### config.mk
export PLATFORM = sky130hd
export DESIGN_NAME = iafcc_ctrl
export DESIGN_NICKNAME = d
export VERILOG_FILES = /design/src/hw/iafcc_pkg.sv /design/src/hw/iafcc_mem_if.sv /design/src/hw/iafcc_ctrl.sv /design/src/hw/iafcc_osc_timer.sv /design/src/hw/iafcc_flash_array.sv
export VERILOG_INCLUDE_DIRS = /design/src /design/src/hw
export SDC_FILE = /design/constraint.sdc
export NUM_CORES = 1
export LEC_CHECK = 0
export ABC_AREA = 1
export BUFFER_PORTS_ARGS = -buffer_cell sky130_fd_sc_hd__buf_2
export CAP_MARGIN = 30
export CORE_UTILIZATION = 30
export CTS_CLUSTER_SIZE = 30
export DETAILED_ROUTE_END_ITERATION = 8
export PLACE_DENSITY = 0.46
export SLEW_MARGIN = 20
export SYNTH_ARGS = -nofsm -noshare
export SYNTH_HDL_FRONTEND = slang
export SYNTH_SLANG_ARGS = --single-unit
### constraint.sdc
create_clock -name sys_clk -period 4.9 [get_ports sys_clk]
set_input_delay 0.245 -clock sys_clk [delete_from_list [all_inputs] [get_ports sys_clk]]
set_output_delay 0.245 -clock sys_clk [all_outputs]
set_load 0.01 [all_outputs]
### src/hw/iafcc_consts.svh
// Constants for the in-application flash command controller.
// Included by the controller, timer and array files; holds definitions only.
`ifndef IAFCC_CONSTS_SVH
`define IAFCC_CONSTS_SVH

// Mailbox register offsets
`define IAFCC_OFF_STATUS 8'h00
`define IAFCC_OFF_CMD 8'h01
`define IAFCC_OFF_ADDRL 8'h02
`define IAFCC_OFF_ADDRH 8'h03
`define IAFCC_OFF_DATA 8'h04
`define IAFCC_OFF_CONFIG 8'h05
`define IAFCC_OFF_REMAP 8'h06

// Field positions
`define IAFCC_CFG_IAP_EN 6
`define IAFCC_CMD_IRQ_SEL 7
`define IAFCC_ST_FLASH_BUSY 2
`define IAFCC_ST_BYTE_BUSY 3

// Command codes (low seven bits)
`define IAFCC_OP_CHIP_ERASE 7'h01
`define IAFCC_OP_BLOCK_ERASE 7'h0D
`define IAFCC_OP_SECTOR_ERASE 7'h0B
`define IAFCC_OP_BYTE_PROG 7'h0E
`define IAFCC_OP_BURST_PROG 7'h06
`define IAFCC_OP_VERIFY 7'h0C
`define IAFCC_OP_SB3 7'h05
`define IAFCC_OP_SB2 7'h03
`define IAFCC_OP_SB1 7'h0F
`define IAFCC_OP_RB1 7'h09
`define IAFCC_OP_RB0 7'h08

// Key values
`define IAFCC_KEY_DATA 8'h55
`define IAFCC_KEY_ADDRH 8'h80
`define IAFCC_BLK1_NIB 4'hF
`define IAFCC_ERASED 8'hFF

// Timing: 25 MHz clock, burst time-out 20 us, exactly 500 cycles
`define IAFCC_CLK_MHZ 25
`define IAFCC_BURST_TO_US 20
`define IAFCC_BURST_TO_CYC (`IAFCC_BURST_TO_US * `IAFCC_CLK_MHZ)

`endif

### src/hw/iafcc_pkg.sv
// Types shared by the flash command controller modules.
// Assumes iafcc_consts.svh for numeric constants.
package iafcc_pkg;
    typedef enum logic [2:0] {
        IAFCC_IDLE = 3'b000,
        IAFCC_EXEC = 3'b001,
        IAFCC_BURST_WAIT = 3'b010,
        IAFCC_BURST_PROG = 3'b011,
        IAFCC_FINISH = 3'b100
    } iafcc_state_t;

    typedef enum logic [2:0] {
        IAFCC_K_CHIP = 3'b000,
        IAFCC_K_BLOCK = 3'b001,
        IAFCC_K_SECTOR = 3'b010,
        IAFCC_K_BYTE = 3'b011,
        IAFCC_K_BURST = 3'b100,
        IAFCC_K_SECBIT = 3'b101,
        IAFCC_K_REMAP = 3'b110
    } iafcc_kind_t;
endpackage : iafcc_pkg

### src/hw/iafcc_mem_if.sv
// Interface from the sequencer to the flash array model.
// Assumes one clock domain, sys_clk.
`timescale 1ns/1ns
interface iafcc_mem_if #(parameter int AW = 16);
    logic rdEn;
    logic [AW-1:0] rdAddr;
    logic [7:0] rdData;
    logic wrEn;
    logic [AW-1:0] wrAddr;
    logic [7:0] wrData;
    logic eraseEn;
    logic [AW-1:0] eraseLo;
    logic [AW-1:0] eraseHi;
    modport seq (output rdEn, rdAddr, wrEn, wrAddr, wrData,
        eraseEn, eraseLo, eraseHi, input rdData);
    modport array (input rdEn, rdAddr, wrEn, wrAddr, wrData,
        eraseEn, eraseLo, eraseHi, output rdData);
endinterface : iafcc_mem_if

### src/hw/iafcc_ctrl.sv
// Top of the in-application flash command controller: mailbox
// registers, command decode, lock checks and operation sequencing.
// Assumes the CPU drives the plain register port on sys_clk.
//
// Summary of operation
// - Commands ignored unless IAP enable set
// - Only command mailbox write starts operations
// - Locked block refuses erase, program and verify; chip erase, security and remap bit commands still run
// - 01H key 55H erases all, clears bits
// - 0DH key 55H erases selected block
// - 0BH erases addressed 128/64 byte sector
// - 0EH programs one data byte
// - 06H programs bytes within one row
// - During burst, other commands and reads invalid
// - 0CH reads byte into data, no interrupt
// - Security bit commands take effect immediately
// - Remap bits affect mapping after reset
// - Status bit 2 high while operation runs
// - Status bit 3 drops between burst bytes
// - Code reads to busy block fail
// - Command bit 7 routes completion interrupt internally
// - Completion interrupt needs enables and edge mode
// - Timing oscillator runs only during operations
// - Burst ends on new row, command, timeout between bytes
//
// Strobed register access and the register offsets were chosen for this implementation.
`timescale 1ns/1ns
`include "iafcc_consts.svh"
module iafcc_ctrl #(
    parameter int AW = 16,
    parameter int DEPTH = 64,
    parameter int BLK1_BASE = 16'hF000,
    parameter logic [15:0] PROG_CYC = 16'h0019,
    parameter logic [15:0] ERASE_CYC = 16'h0064,
    parameter logic [15:0] BURST_TO_CYC = 16'(`IAFCC_BURST_TO_CYC)
) (
    input wire logic sys_clk,
    input wire logic sys_rst,
    input wire logic [7:0] regAddr,
    input wire logic [7:0] regWrData,
    input wire logic regWrEn,
    input wire logic regRdEn,
    output logic [7:0] regRdData,
    input wire logic [AW-1:0] codeAddr,
    input wire logic codeRdEn,
    output logic [7:0] codeRdData,
    output logic codeRdFail,
    input wire logic lineBEdgeSelect,
    input wire logic lineBInterruptEnable,
    input wire logic globalInterruptEnable,
    input wire logic externalInterruptLineB,
    output logic lineBInterrupt,
    output logic lineBPinAsPort,
    output logic [1:0] mapEnable,
    output logic oscEnable
);
    // ==========================================================
    // Mailbox registers
    logic [7:0] addrLow;
    logic [7:0] addrHigh;
    logic [7:0] dataMbox;
    logic [7:0] cmdMbox;
    logic [7:0] configMbox;
    logic [2:0] secBits;
    logic [1:0] remapBits;
    logic flashBusy;
    logic byteBusy;
    logic doneEvent;
    logic verifyLoad;
    logic [15:0] burstTimer;
    logic [AW-1:0] rowBase;
    iafcc_pkg::iafcc_state_t state;
    iafcc_pkg::iafcc_kind_t kind;

    iafcc_mem_if #(.AW(AW)) mem ();

    logic timerDone;
    logic [15:0] timerTarget;

    iafcc_osc_timer #(.W(16)) u_timer (
        .sys_clk(sys_clk),
        .sys_rst(sys_rst),
        .oscEn(oscEnable),
        .target(timerTarget),
        .done(timerDone),
        .running()
    );

    iafcc_flash_array #(.AW(AW), .DEPTH(DEPTH)) u_array (
        .sys_clk(sys_clk),
        .sys_rst(sys_rst),
        .mem(mem)
    );

    // ==========================================================
    // Command decode
    wire logic [AW-1:0] mboxAddr = AW'({addrHigh, addrLow});
    wire logic cmdWrite = regWrEn && regAddr == `IAFCC_OFF_CMD;
    wire logic [6:0] op = regWrData[6:0];
    wire logic iapEnabled = configMbox[`IAFCC_CFG_IAP_EN];
    wire logic selBlk1 = addrHigh[7:4] == `IAFCC_BLK1_NIB;
    wire logic keyOk = dataMbox == `IAFCC_KEY_DATA;
    wire logic bitKeyOk = keyOk && addrHigh == `IAFCC_KEY_ADDRH;
    // Programmed SB1 locks both blocks; SB2/SB3 alone
    // lock block 1 only.
    wire logic blk0Locked = secBits[0];
    wire logic blk1Locked = |secBits;
    wire logic selLocked = selBlk1 ? blk1Locked : blk0Locked;
    wire logic inBurst = state == iafcc_pkg::IAFCC_BURST_WAIT ||
        state == iafcc_pkg::IAFCC_BURST_PROG;
    wire logic [AW-1:0] rowMask = selBlk1 ? AW'(16'hFFE0) :
        AW'(16'hFFC0);
    wire logic sameRow = (mboxAddr & rowMask) == rowBase;

    logic accept;
    iafcc_pkg::iafcc_kind_t next_kind;
    always_comb begin
        accept = 1'b0;
        next_kind = iafcc_pkg::IAFCC_K_BYTE;
        if (cmdWrite && iapEnabled && !inBurst && !flashBusy) begin
            if (op == `IAFCC_OP_CHIP_ERASE) begin
                accept = keyOk;
                next_kind = iafcc_pkg::IAFCC_K_CHIP;
            end else if (op == `IAFCC_OP_BLOCK_ERASE) begin
                accept = keyOk && !selLocked;
                next_kind = iafcc_pkg::IAFCC_K_BLOCK;
            end else if (op == `IAFCC_OP_SECTOR_ERASE) begin
                accept = !selLocked;
                next_kind = iafcc_pkg::IAFCC_K_SECTOR;
            end else if (op == `IAFCC_OP_BYTE_PROG) begin
                accept = !selLocked;
                next_kind = iafcc_pkg::IAFCC_K_BYTE;
            end else if (op == `IAFCC_OP_BURST_PROG) begin
                accept = !selLocked;
                next_kind = iafcc_pkg::IAFCC_K_BURST;
            end else if (op == `IAFCC_OP_SB1 || op == `IAFCC_OP_SB2 ||
                    op == `IAFCC_OP_SB3) begin
                accept = bitKeyOk;
                next_kind = iafcc_pkg::IAFCC_K_SECBIT;
            end else if (op == `IAFCC_OP_RB1 || op == `IAFCC_OP_RB0) begin
                accept = bitKeyOk;
                next_kind = iafcc_pkg::IAFCC_K_REMAP;
            end
            // Unlisted codes fall through with accept low
        end
    end

    wire logic verifyCmd = cmdWrite && iapEnabled && !inBurst &&
        op == `IAFCC_OP_VERIFY && !selLocked;
    wire logic burstNext = cmdWrite && iapEnabled &&
        state == iafcc_pkg::IAFCC_BURST_WAIT &&
        op == `IAFCC_OP_BURST_PROG && sameRow;
    // Any other command written while a burst waits for its next byte closes it
    wire logic burstBreak = state == iafcc_pkg::IAFCC_BURST_WAIT &&
        ((cmdWrite && !burstNext) || burstTimer == BURST_TO_CYC);

    // ==========================================================
    // Sequencer
    always_ff @(posedge sys_clk) begin
        if (sys_rst) begin
            state <= iafcc_pkg::IAFCC_IDLE;
            kind <= iafcc_pkg::IAFCC_K_BYTE;
        end else begin
            case (state)
                iafcc_pkg::IAFCC_IDLE: begin
                    if (accept) begin
                        kind <= next_kind;
                        state <= iafcc_pkg::IAFCC_EXEC;
                    end
                end
                iafcc_pkg::IAFCC_EXEC: begin
                    if (timerDone) begin
                        state <= kind == iafcc_pkg::IAFCC_K_BURST ?
                            iafcc_pkg::IAFCC_BURST_WAIT :
                            iafcc_pkg::IAFCC_FINISH;
                    end
                end
                iafcc_pkg::IAFCC_BURST_WAIT: begin
                    if (burstNext) begin
                        state <= iafcc_pkg::IAFCC_BURST_PROG;
                    end else if (burstBreak) begin
                        state <= iafcc_pkg::IAFCC_FINISH;
                    end
                end
                iafcc_pkg::IAFCC_BURST_PROG: begin
                    if (timerDone) begin
                        state <= iafcc_pkg::IAFCC_BURST_WAIT;
                    end
                end
                default: begin
                    state <= iafcc_pkg::IAFCC_IDLE;
                end
            endcase
        end
    end

    // Oscillator on only while an operation is timed
    assign oscEnable = state == iafcc_pkg::IAFCC_EXEC ||
        state == iafcc_pkg::IAFCC_BURST_PROG;
    assign timerTarget = (kind == iafcc_pkg::IAFCC_K_BYTE ||
        kind == iafcc_pkg::IAFCC_K_BURST) ? PROG_CYC : ERASE_CYC;

    always_ff @(posedge sys_clk) begin
        if (sys_rst || state != iafcc_pkg::IAFCC_BURST_WAIT) begin
            burstTimer <= 16'h0000;
        end else begin
            burstTimer <= burstTimer + 16'h0001;
        end
    end

    always_ff @(posedge sys_clk) begin
        if (sys_rst) begin
            rowBase <= '0;
        end else if (accept && next_kind == iafcc_pkg::IAFCC_K_BURST) begin
            rowBase <= mboxAddr & rowMask;
        end
    end

    // ==========================================================
    // Array access
    wire logic opEnd = state == iafcc_pkg::IAFCC_EXEC && timerDone;
    wire logic isProg = kind == iafcc_pkg::IAFCC_K_BYTE ||
        kind == iafcc_pkg::IAFCC_K_BURST;
    wire logic [AW-1:0] blk1Base = AW'(BLK1_BASE);
    wire logic [AW-1:0] secMask = selBlk1 ? AW'(16'hFFC0) :
        AW'(16'hFF80);

    assign mem.wrEn = (opEnd && isProg) ||
        (state == iafcc_pkg::IAFCC_BURST_PROG && timerDone);
    assign mem.wrAddr = mboxAddr;
    assign mem.wrData = dataMbox;
    assign mem.eraseEn = opEnd && (kind == iafcc_pkg::IAFCC_K_CHIP ||
        kind == iafcc_pkg::IAFCC_K_BLOCK ||
        kind == iafcc_pkg::IAFCC_K_SECTOR);

    always_comb begin
        mem.eraseLo = '0;
        mem.eraseHi = '1;
        if (kind == iafcc_pkg::IAFCC_K_BLOCK) begin
            mem.eraseLo = selBlk1 ? blk1Base : '0;
            mem.eraseHi = selBlk1 ? '1 : blk1Base - 1'b1;
        end else if (kind == iafcc_pkg::IAFCC_K_SECTOR) begin
            mem.eraseLo = mboxAddr & secMask;
            mem.eraseHi = (mboxAddr & secMask) | ~secMask;
        end
    end

    // Code reads fail while any flash operation runs
    assign mem.rdEn = verifyCmd || (codeRdEn && !flashBusy);
    assign mem.rdAddr = verifyCmd ? mboxAddr : codeAddr;

    always_ff @(posedge sys_clk) begin
        if (sys_rst) begin
            codeRdFail <= 1'b0;
            verifyLoad <= 1'b0;
        end else begin
            codeRdFail <= codeRdEn && (flashBusy || verifyCmd);
            verifyLoad <= verifyCmd;
        end
    end
    assign codeRdData = codeRdFail ? `IAFCC_ERASED : mem.rdData;

    // ==========================================================
    // Mailbox writes and non-volatile bits
    always_ff @(posedge sys_clk) begin
        if (sys_rst) begin
            addrLow <= 8'h00;
            addrHigh <= 8'h00;
            configMbox <= 8'h00;
            cmdMbox <= 8'h00;
        end else if (regWrEn) begin
            if (regAddr == `IAFCC_OFF_ADDRL) begin
                addrLow <= regWrData;
            end else if (regAddr == `IAFCC_OFF_ADDRH) begin
                addrHigh <= regWrData;
            end else if (regAddr == `IAFCC_OFF_CONFIG) begin
                configMbox <= regWrData;
            end else if (regAddr == `IAFCC_OFF_CMD) begin
                cmdMbox <= regWrData;
            end
        end
    end

    always_ff @(posedge sys_clk) begin
        if (sys_rst) begin
            dataMbox <= 8'h00;
        end else if (verifyLoad) begin
            dataMbox <= mem.rdData;
        end else if (regWrEn && regAddr == `IAFCC_OFF_DATA) begin
            dataMbox <= regWrData;
        end
    end

    // Security and remap bits survive reset; chip erase clears both.
    // Power-up value marks the bits as not yet initialised.
    logic nvInit = 1'b0;
    always_ff @(posedge sys_clk) begin
        if (sys_rst && !nvInit) begin
            secBits <= 3'b000;
            remapBits <= 2'b00;
            nvInit <= 1'b1;
        end else if (opEnd && kind == iafcc_pkg::IAFCC_K_CHIP) begin
            secBits <= 3'b000;
            remapBits <= 2'b00;
        end else if (opEnd && kind == iafcc_pkg::IAFCC_K_SECBIT) begin
            secBits[0] <= secBits[0] | (cmdMbox[6:0] == `IAFCC_OP_SB1);
            secBits[1] <= secBits[1] | (cmdMbox[6:0] == `IAFCC_OP_SB2);
            secBits[2] <= secBits[2] | (cmdMbox[6:0] == `IAFCC_OP_SB3);
        end else if (opEnd && kind == iafcc_pkg::IAFCC_K_REMAP) begin
            remapBits[1] <= remapBits[1] | (cmdMbox[6:0] == `IAFCC_OP_RB1);
            remapBits[0] <= remapBits[0] | (cmdMbox[6:0] == `IAFCC_OP_RB0);
        end
    end

    // Mapping follows the remap bits only at reset
    always_ff @(posedge sys_clk) begin
        if (sys_rst) begin
            mapEnable <= remapBits;
        end
    end

    // ==========================================================
    // Status and interrupt
    always_ff @(posedge sys_clk) begin
        if (sys_rst) begin
            flashBusy <= 1'b0;
            byteBusy <= 1'b0;
            doneEvent <= 1'b0;
        end else begin
            flashBusy <= accept || (flashBusy &&
                state != iafcc_pkg::IAFCC_FINISH) ||
                (flashBusy && state == iafcc_pkg::IAFCC_IDLE && accept);
            byteBusy <= accept || burstNext ||
                (byteBusy && !timerDone);
            doneEvent <= state == iafcc_pkg::IAFCC_FINISH &&
                cmdMbox[`IAFCC_CMD_IRQ_SEL];
        end
    end

    // Edge pulse onto line B only with both enables and edge mode
    assign lineBInterrupt = doneEvent ? (lineBInterruptEnable &&
        globalInterruptEnable && lineBEdgeSelect) :
        (!cmdMbox[`IAFCC_CMD_IRQ_SEL] && externalInterruptLineB &&
        lineBInterruptEnable && globalInterruptEnable);
    assign lineBPinAsPort = cmdMbox[`IAFCC_CMD_IRQ_SEL];

    // ==========================================================
    // Register read port, data one cycle after the strobe
    always_ff @(posedge sys_clk) begin
        if (sys_rst) begin
            regRdData <= 8'h00;
        end else if (regRdEn) begin
            if (regAddr == `IAFCC_OFF_STATUS) begin
                regRdData <= {secBits, 1'b0, byteBusy, flashBusy, 2'b00};
            end else if (regAddr == `IAFCC_OFF_CMD) begin
                regRdData <= cmdMbox;
            end else if (regAddr == `IAFCC_OFF_ADDRL) begin
                regRdData <= addrLow;
            end else if (regAddr == `IAFCC_OFF_ADDRH) begin
                regRdData <= addrHigh;
            end else if (regAddr == `IAFCC_OFF_DATA) begin
                regRdData <= dataMbox;
            end else if (regAddr == `IAFCC_OFF_CONFIG) begin
                regRdData <= configMbox;
            end else if (regAddr == `IAFCC_OFF_REMAP) begin
                regRdData <= {4'h0, mapEnable, remapBits};
            end else begin
                regRdData <= 8'h00;
            end
        end
    end
endmodule : iafcc_ctrl

### src/hw/iafcc_osc_timer.sv
// Gated timing oscillator: counts only while enabled.
// Assumes enable is held for the whole operation.
`timescale 1ns/1ns
`include "iafcc_consts.svh"
module iafcc_osc_timer #(
    parameter int W = 16
) (
    input wire logic sys_clk,
    input wire logic sys_rst,
    input wire logic oscEn,
    input wire logic [W-1:0] target,
    output logic done,
    output logic running
);
    logic [W-1:0] count;

    // Counter stops and clears when the oscillator is off
    always_ff @(posedge sys_clk) begin
        if (sys_rst || !oscEn) begin
            count <= '0;
        end else if (count != target) begin
            count <= count + 1'b1;
        end
    end

    assign done = oscEn && (count == target);
    assign running = oscEn;
endmodule : iafcc_osc_timer

### src/hw/iafcc_flash_array.sv
// Flash array storage: DEPTH bytes in flip-flops, indexed by low address bits only; byte write clears bits.
// Assumes at most one of write and erase per cycle.
`timescale 1ns/1ns
`include "iafcc_consts.svh"
module iafcc_flash_array #(
    parameter int AW = 16,
    parameter int DEPTH = 64
) (
    input wire logic sys_clk,
    input wire logic sys_rst,
    iafcc_mem_if.array mem
);
    logic [7:0] cells [DEPTH];
    localparam int IW = $clog2(DEPTH);

    function automatic logic [IW-1:0] idx(input logic [AW-1:0] a);
        idx = a[IW-1:0];
    endfunction : idx

    genvar gi;
    generate
        for (gi = 0; gi < DEPTH; gi++) begin : g_cell
            always_ff @(posedge sys_clk) begin
                if (sys_rst) begin
                    cells[gi] <= `IAFCC_ERASED;
                end else if (mem.eraseEn &&
                        IW'(gi) >= idx(mem.eraseLo) &&
                        IW'(gi) <= idx(mem.eraseHi)) begin
                    cells[gi] <= `IAFCC_ERASED;
                end else if (mem.wrEn && idx(mem.wrAddr) == IW'(gi)) begin
                    cells[gi] <= cells[gi] & mem.wrData;
                end
            end
        end
    endgenerate

    always_ff @(posedge sys_clk) begin
        if (sys_rst) begin
            mem.rdData <= 8'h00;
        end else if (mem.rdEn) begin
            mem.rdData <= cells[idx(mem.rdAddr)];
        end
    end
endmodule : iafcc_flash_array

# Word level (Yosys, flattened, before mapping)
# Memory sizes are Yosys's and may differ from the RTL's. A register that Yosys moved wholly into a read port is not among the register bits.
# Cells that the tools add are included.
# Widths: inputs -> output; s select.
# classes
n_reduce_logical,265
n_lt_le_gt_ge,128
n_eq_ne,109
mux,620
bitwise_logic,205
add_sub_neg,2
# ops
op,count
$mux 8,137
$and 8x8->8,64
$mux 1,460
$logic_and 1x1->1,227
$eq 6x6->1 const B,32
$ge 6x6->1 const A,32
$le 6x6->1 const A,32
$or 1x1->1,133
$eq 6x5->1 const B,16
$ge 5x6->1 const A,16
$le 5x6->1 const A,16
$eq 7x4->1 const B,10
$eq 6x4->1 const B,8
$ge 4x6->1 const A,8
$le 4x6->1 const A,8
$mux 3,14
$mux 6,6
$add 16x1->16 const B,2
$eq 6x3->1 const B,4
$eq 8x3->1 const B,3
$ge 3x6->1 const A,4
$le 3x6->1 const A,4
$eq 7x3->1 const B,3
$logic_or 1x1->1,18
41 further kinds,72
# word_totals
regBits,114
ramBits,512
mem_count,1
# mem_list
memory,words,word_bits,rd,rd_ports_with_merged_regs,write_ports,line_no,rtl
u_array.cells,64,8,65,1,64,iafcc_flash_array.sv:13,logic [7:0] cells [DEPTH];

# Longest topological paths before layout
# Gate-level depths: netlist (run 1).
# logic_depth
depth_word,14
mapped_depth,20
mapped_depth_nobuf,18

# Cells and area by module
# Synthesis (run 1) repeated with hierarchy kept, for this count alone.
# hier_totals
hier_cells,4392
area_unflattened_um2,34189.0
# modules_own_cells
module,n_inst,cells_each,area_each_um2,seq_area_each_um2
iafcc_flash_array,1,3374,27597.7,15534.9
iafcc_ctrl,1,773,5226.3,1881.8
iafcc_osc_timer,1,245,1365.1,320.3

# Least setup slack after synthesis (run 1)
# OpenSTA, ideal clock, no wires.
# synth_path
path_kind,reg2reg
start,register kind[0]
end,"memory u_array.cells[48][0], enable pin"
slack_ns,2.593
n_path_buf,0
arrival_time_ns,1.978
setup_time_ns,0.329
path_stages_with_launch,12
synth_period_minus_slack_ns,2.307
cell_sequence,dfxtp_1 -> nor2_2 -> nor2_1 -> nor2_1 -> inv_2 -> o21ai_1 -> nand3_2 -> a211oi_4 -> nand3_1 -> nor3_2 -> nand2_1 -> nand2_1
# synth_lines
item,line_no,rtl
"start, declared",iafcc_ctrl.sv:73,iafcc_pkg::iafcc_kind_t kind;
"start signal, assigned",iafcc_ctrl.sv:162,kind <= iafcc_pkg::IAFCC_K_BYTE;
"start signal, assigned",iafcc_ctrl.sv:167,kind <= next_kind;
"end, declared",iafcc_flash_array.sv:13,

# Worst setup path after layout (run 1)
# layout_path
start,register addrHigh[5]
end,"register u_array.mem.rdData[1], read port of u_array.cells"
# layout_between
elab_chain_cells,5
word_cells_on_any_way,6
cone_classes,eq/ne (1); mux (2); reduce/logical (3)
# layout_rtl
item,line_no,rtl
"start, declared",iafcc_ctrl.sv:60,logic [7:0] addrHigh;
"start signal, assigned",iafcc_ctrl.sv:275,addrHigh <= regWrData;
$eq 4x4->1 (no source line) *,--,
$mux 1 *,iafcc_ctrl.sv:108,wire logic selLocked = selBlk1 ? blk1Locked : blk0Locked;
$logic_not 1->1 *,iafcc_ctrl.sv:149,op == `IAFCC_OP_VERIFY && !selLocked;
$logic_and 1x1->1 *,iafcc_ctrl.sv:148,wire logic verifyCmd = cmdWrite && iapEnabled && !inBurst &&
$mux 6 / $logic_or 1x1->1 (equally long branches),"iafcc_ctrl.sv:250, iafcc_ctrl.sv:249",
"end, declared",iafcc_mem_if.sv:17,"eraseEn, eraseLo, eraseHi, output rdData);"
# Every way passes the cells marked *; elsewhere a longest branch is shown, timed or not.
# A chain may end at the register's enable or synchronous reset.

==> flow_metrics.py, run 1 <==
metrics = {
    "clock_tree": {
        "clk_latency_ns": 0.63,
        "cts.path.max_buffers": 3,
        "cts.sinks": 629,
        "cts_tree": "done",
        "numCtsBuffers": 76,
        "cts.htree.levels": 3,
        "clk_pin_slew_ns": 0.06,
        "cts_root_buf": "clkbuf_16",
    },
    "global_route": {
        "grt_pass1_vias": 24750,
        "grt_pass1_wl_mm": 156.3,
        "grt_usage": 0.1905,
        "grt-ovfl-total": 0,
        "grt_antenna_before_repair": 1,
        "grt_max_degree": 79,
    },
    "worst_setup_path": {
        "cp.arrival_ns": 4.33,
        "worstSetupPathType": "reg2reg",
        "cp-end-kind": "flop",
        "startpoint_type": "flop",
        "crit_fanout": 64,
        "cp_data_required_time_ns": 5.41,
    },
    "logic_synthesis": {
        "avgSynthCellArea_um2": 8.486,
        "synth-warning-count": 0,
        "syn_area_um2": 31870,
        "synth_edf_count": 514,
        "synthDistinctLibCells": 49,
        "ys.flop_type": "edfxtp_1",
        "async_reset_ff_frac": 0,
        "synthCells": 3756,
        "ys_seq_area_frac": 0.5565,
        "syn_nets": 3800,
        "synth_seq_cells": 629,
    },
    "power": {
        "power.density_nw_per_um2": 324.8,
        "leakage_nw": 14.81,
        "ir_drop_uv": 216.8,
        "power.total_mw": 11.73,
    },
    "timing": {
        "finalSetupViolCount": 0,
        "fmax_mhz": 261.8,
        "fin_crit_sh": 0.7796,
        "worstMarginPinSlew_ns": 1.040,
        "relSlewSlack": 0.3040,
        "clock_skew_ns": 0.02956,
        "slew_viol_final": 0,
        "final.setup.worst_slack_ns": 1.080,
        "hold_viol_final": 0,
        "tns_ns": 0,
        "rsz0062_at_grt": "no",
        "finalCriticalPeriod_ns": 3.820,
    },
    "final_layout": {
        "n_fill_cell": 11090,
        "syn_to_final_growth_pct": 13.31,
        "final_nets": 3814,
        "multi_input_area_um2": 10830,
        "finalNonFillerCells": 5214,
        "final_layout_size_suffix_gt1_frac": 0.08266,
        "ff_latch_area_um2": 17740,
        "fin_util": 0.3431,
        "antenna_cells": 0,
    },
    "floorplan": {
        "die_area_um2": 107600,
        "fp.dieH_um": 328.0,
        "pin_count": 63,
        "rows": 119,
        "core-area_um2": 105300,
        "initial_core_util": 0.3028,
        "die_w_um": 328.0,
    },
    "outcome": {
        "status": "complete, no violations",
    },
    "drt": {
        "avgViaCountPerCell": 4.927,
        "totalWireLength_mm": 103.6,
        "drc": 0,
        "drtIter0Drc": 2164,
        "dr.pass1.iters": 7,
        "vias": 25690,
        "wl_per_cell_um": 19.88,
        "antenna_left": 0,
    },
    "placement": {
        "port_buffers": 52,
        "place_inst": 5074,
        "routabilityCongestion": 0.8816,
        "pre_cts_slack_ns": 1.090,
        "hpwl_mm": 66.55,
    },
    "hold_path": {
        "holdCritPathClass": "in2reg",
    },
    "flow_run": {
        "maxCapViolations": 0,
    },
}
-- placed cells by master (no fill, tap or decap), types with 14 or more instances in the layout --
cell and n:
nand2_1 707, inv_1 631, nand3_1 582, o21ai_0 567, edfxtp_1 514, nor2_1 132, dfxtp_1 115, a21oi_1 89
clkbuf_16 79, buf_4 65, buf_2 52, nor2_2 38, a211oi_1 20, clkbuf_1 19, clkinv_2 18, clkinv_1 18
nor3_1 15, nand4_1 14, o21ai_1 14
-- state kept, by name (all words and copies together) (netlist names), 11 cells and up --
name	cells
u_array.cells	512
u_timer.count	16
rowBase	11
burstTimer	16
-- worst paths after layout --
kind | start | endpoint | slack, ns | depth (start not counted)
worst max-delay path | addrHigh[5] | u_array.mem.rdData[1] | 1.08 | 16
worst min-delay path | regWrData[2] | configMbox[2] | 0.02 | 3
worst max register to register | addrHigh[5] | u_array.mem.rdData[1] | 1.08 | 16
worst min register to register | configMbox[5] | configMbox[5] | 0.46 | 2
-- through the flow --
stage / hold WS (ns) / instance area, µm²
2_1_floorplan: 0.3575 / 31870
5_1_grt: 0.03397 / 36120
3_3_place_gp: 0.4442 / 33660
4_1_cts: 0.005048 / 36090
6_report: 0.02429 / 36120
3_5_place_dp: 0.4342 / 33740
-- repair_timing --
action,4_1_cts,5_1_grt
buffers inserted,0,0
hold buffers,8,0
endpoints found under the hold margin,21,0
resized for setup,0,0
-- worst max-delay path, stage by stage (launching register included) --
cell	delay, ns
dfxtp_1	0.45
nand2_1	0.08
nor2_1	0.27
nand2_1	0.10
nand2_1	0.15
nor2_4	0.06
nand3_2	0.32
nand2_1	0.17
o21ai_4	0.10
buf_4	0.76
nand3_1	0.27
nand3_1	0.19
nand3_1	0.22
nand3_1	0.21
nand3_1	0.17
nand2_1	0.10
inv_1	0.04
-- synth_stat cells, types with 13 or more instances --
| cell type | n | area, µm² |
|---|---|---|
| a211oi_1 | 20 | 150.1 |
| a21oi_1 | 89 | 445.4 |
| buf_2 | 74 | 370.4 |
| buf_4 | 13 | 97.59 |
| clkbuf_1 | 108 | 405.4 |
| dfxtp_1 | 115 | 2302 |
| edfxtp_1 | 514 | 15430 |
| inv_1 | 638 | 2395 |
| nand2_1 | 709 | 2661 |
| nand3_1 | 582 | 2913 |
| nand4_1 | 14 | 87.58 |
| nor2_1 | 133 | 499.2 |
| nor2_2 | 37 | 231.5 |
| nor3_1 | 15 | 75.07 |
| o21ai_0 | 567 | 2838 |
| o21ai_1 | 14 | 70.07 |
-- cell type report --
cell class,instances,area share
clock buffer,99,0.05709
clock inverter,32,0.005612
inverter,652,0.06818
multi-input combinational,2273,0.2997
sequential,629,0.4911
tap,1391,0.04819
timing repair buffer,138,0.03010
-- cells by family (layout without fill, tap and decap cells) --
| group | after synthesis | in the layout | share of synthesized area |
|---|---|---|---|
| compound gates | 727 | 727 | 0.1196 |
| buf+inv | 854 | 921 | 0.1059 |
| fa+ha+maj | 3 | 3 | 0.001178 |
| flops | 629 | 629 | 0.5565 |
| simple gates | 1529 | 1529 | 0.2130 |
| xor+xnor | 14 | 14 | 0.003847 |
-- report_power, final --
group / switching (mW) / leakage [nW] / total (mW) / internal (mW)
Clock: 2.28 / 1.10 / 5.33 / 3.05
Sequential: 0.0139 / 4.41 / 5.78 / 5.76
Combinational: 0.473 / 9.30 / 0.627 / 0.154
-- per-layer routing --
metal / vias to the layer above / routed length, µm / global-route usage
met4: 0 / 2902 / 0.05638
met5: - / 0 / 0
met1: 12250 / 49800 / 0.2772
met2: 756 / 45500 / 0.2926
met3: 157 / 5439 / 0.02530
li1: 12530 / - / -
(Power assumes the default switching activity.)
==> run 2, diff against run 1 <==
--- a/config.mk
+++ b/config.mk
@@ -6,7 +6,7 @@
 export SDC_FILE = /design/constraint.sdc
 export NUM_CORES = 1
 export LEC_CHECK = 0
-export ABC_AREA = 1
+export ABC_AREA = 0
 export BUFFER_PORTS_ARGS = -buffer_cell sky130_fd_sc_hd__buf_2
 export CAP_MARGIN = 30
 export CORE_UTILIZATION = 30
==> constraint.sdc (replaced) <==
create_clock -name sys_clk -period 3.7 [get_ports sys_clk]
set_input_delay 0.185 -clock sys_clk [delete_from_list [all_inputs] [get_ports sys_clk]]
set_output_delay 0.185 -clock sys_clk [all_outputs]
set_load 0.01 [all_outputs]
==> run 2 against run 1 <==
- count of clock-buffer cells in the layout is 6 higher
- total power is 38% higher
- flip-flop and latch count did not move
- largest power group unchanged
- via count down 7.6%
- non-clock buffer count up 136
- synthesized cell count down 25%
- critical endpoint is now u_array.mem.rdData[6]
- first-iteration DRC count up 13%
- cell count is 15% lower
- critical path depth shrank 4
- clock power is 39% higher
- die area decreased by 3.5%
- setup slack got worse by 0.95 ns
==> flow_metrics.py, run 2 <==
metrics = {
    "outcome": {
        "status": "complete, no violations",
    },
    "placement": {
        "routabilityCongestion": 0.8636,
        "placed_cell_area_um2": 33710,
        "hpwl_mm": 72.87,
        "place_inst": 4259,
        "port_buffers": 52,
    },
    "hold_path": {
        "hold_end": "addrLow[2]",
        "hold_path_depth": 4,
        "holdCritPathClass": "in2reg",
        "min_from": "regWrData[2]",
    },
    "final_layout": {
        "final_layout_size_suffix_gt1_frac": 0.1391,
        "mostFrequentLayoutCells": "a21o_1, edfxtp_1, nand2_1, buf_4, a21oi_1",
        "finalNonFillerCells": 4409,
        "n_fill_cell": 10150,
        "syn_to_final_growth_pct": 17.94,
        "multi_input_area_um2": 12240,
        "final_nets": 3023,
        "final_cell_area_um2": 36290,
        "reg_top3": "u_array.cells (512), burstTimer (16), u_timer.count (16)",
        "layout_commonest_cell": "a21o_1",
        "largest_reg_flops": 512,
        "largest-register": "u_array.cells",
        "ff_latch_area_um2": 17770,
    },
    "power": {
        "switching_share": 0.2338,
        "clockPowerShare": 0.459,
        "ir_drop_uv": 319.6,
        "power.density_nw_per_um2": 445.7,
        "leakage_nw": 12.23,
        "power_frac_seq": 0.475,
        "p_comb_frac": 0.066,
        "internal_power_mw": 12.39,
        "power_switching_mw": 3.781,
    },
    "floorplan": {
        "rows": 117,
        "initial_core_util": 0.3024,
        "core-area_um2": 101700,
        "die_area_um2": 103800,
        "pin_count": 63,
        "fp.dieH_um": 322.2,
        "die_w_um": 322.2,
    },
    "timing": {
        "finalCriticalPeriod_ns": 3.571,
        "clock_skew_ns": 0.03200,
        "fmax_mhz": 280.0,
        "tns_ns": 0,
        "slew_viol_final": 0,
        "worstMarginPinSlew_ns": 0.8607,
        "fin_crit_sh": 0.9652,
        "hold_viol_final": 0,
        "finalSetupViolCount": 0,
        "relSlewSlack": 0.4224,
    },
    "logic_synthesis": {
        "synth-warning-count": 0,
        "synth_top_cell_area_share": 0.5017,
        "synth_seq_cells": 629,
        "synthDistinctLibCells": 82,
        "async_reset_ff_frac": 0,
        "syn_area_um2": 30770,
        "syn_nets": 2858,
        "ys_seq_area_frac": 0.5765,
        "synthTopCellsByCount": "a21o_1, edfxtp_1, nand2_1, a21oi_1, nor2_1",
        "synthTopCellsByArea": "edfxtp_1, a21o_1, dfxtp_1, nand2_1, mux2i_1",
        "synth_edf_count": 514,
        "synthCells": 2814,
        "avgSynthCellArea_um2": 10.93,
        "ys.flop_type": "edfxtp_1",
        "synth_largest_area_cell": "edfxtp_1",
        "yosysMostFrequentCell": "a21o_1",
    },
    "worst_setup_path": {
        "cp_data_required_time_ns": 4.21,
        "reg2reg_from": "addrHigh[6]",
        "cp-end-kind": "flop",
        "startpoint_type": "flop",
        "worstRegToRegCells": 12,
        "regToRegSetupSlack_ns": 0.13,
        "worstSetupPathType": "reg2reg",
        "cp.arrival_ns": 4.08,
        "crit_fanout": 10,
        "r2r-end": "u_array.mem.rdData[6]",
    },
    "clock_tree": {
        "cts_tree": "done",
        "cts.sinks": 629,
        "clk_pin_slew_ns": 0.06,
        "cts_root_buf": "clkbuf_16",
        "cts.path.max_buffers": 3,
        "cts.htree.levels": 3,
        "clk_latency_ns": 0.65,
        "numCtsBuffers": 76,
    },
    "global_route": {
        "grt_antenna_before_repair": 5,
        "grt_pass1_vias": 23390,
        "grt_max_degree": 74,
        "grt-ovfl-total": 0,
        "grt_pass1_wl_mm": 154.2,
        "grt_usage": 0.1992,
    },
    "flow_run": {
        "maxCapViolations": 0,
    },
    "drt": {
        "vias": 23730,
        "totalWireLength_mm": 105.0,
        "drc": 0,
        "antenna_left": 0,
        "wl_per_cell_um": 23.81,
        "drtIter0Drc": 2436,
        "avgViaCountPerCell": 5.383,
        "dr.pass1.iters": 7,
    },
}
[run 2: cell type report]
type / count / share of cell area
Antenna cell: 1 / 0.00006896
Clock buffer: 105 / 0.05900
Clock inverter: 34 / 0.008551
Inverter: 13 / 0.001345
Multi-Input combinational cell: 1985 / 0.3374
Sequential cell: 629 / 0.4896
Tap cell: 1368 / 0.04717
Timing Repair Buffer: 274 / 0.05686
[run 2: how the worst max path moves through the flow]
stage / to / start / slack, ns
after detailed placement: u_array.mem.rdData[3] / regAddr[5] / 0.05
after CTS: u_array.mem.rdData[6] / addrHigh[6] / 0.08
after global placement: u_array.cells[10][5] / kind[0] / -0.07
after global routing: u_array.mem.rdData[6] / addrHigh[7] / -0.01
final: u_array.mem.rdData[6] / addrHigh[6] / 0.13
after floorplan: u_array.cells[19][0] / kind[2] / 0.58
[run 2: worst max-delay path, stage by stage (launching register included)]
cell and delay, ns:
dfxtp_1 0.33, nand4_1 0.28, o21ai_4 0.37, nor3_4 0.14, buf_4 0.18, or3b_2 0.51
a21oi_2 0.21, buf_4 0.19, o21ai_1 0.07, or4_1 0.57, nor4_1 0.33, buf_4 0.20
nor4_1 0.05
[run 2: metrics by stage]
step | setup slack (ns) | hold WS [ns] | util | power (mW)
after global placement | -0.07061 | 0.4488 | 0.3313 | 8.857
after global routing | -0.01253 | 0.04697 | 0.3566 | 16.71
after CTS | 0.07658 | 0.003236 | 0.3562 | 16.36
after detailed placement | 0.04919 | 0.4600 | 0.3314 | 8.872
after floorplan | 0.5781 | 0.2975 | - | 8.424
final | 0.1287 | 0.04301 | 0.3567 | 16.17
[run 2: what timing repair did]
action | in CTS | in global routing
setup endpoints to repair | 0 | 7
hold buffers | 8 | 0
buffers inserted | 0 | 0
resized for setup | 0 | 4
hold endpoints to repair | 18 | 0
[run 2: power groups by stage]
stage | Combinational [mW] | Sequential, mW | Clock, mW
2_1_floorplan | 0.605 | 7.82 | 0
5_1_grt | 1.14 | 7.68 | 7.89
4_1_cts | 1.05 | 7.68 | 7.62
3_5_place_dp | 1.04 | 7.83 | 0
6_report | 1.06 | 7.69 | 7.43
3_3_place_gp | 1.03 | 7.83 | 0
[run 2: routing by layer]
layer / wire length [µm] / vias to the layer above / global-route usage
li1: - / 10860 / -
met1: 47470 / 11950 / 0.2736
met2: 47990 / 767 / 0.3199
met3: 6550 / 156 / 0.03221
met4: 2973 / 2 / 0.06243
met5: 13 / - / 0
[run 2: cells by family after synthesis]
family                   after synthesis  share of synthesized area
AND/OR/NAND/NOR                      854                     0.1256
flip-flops                           629                     0.5765
multiplexers                         117                    0.03831
XOR/XNOR                              39                    0.01110
AO/OA/AOI/OAI                        971                     0.2194
buffers and inverters                201                    0.02786
adder cells (fa/ha/maj)                3                   0.001220
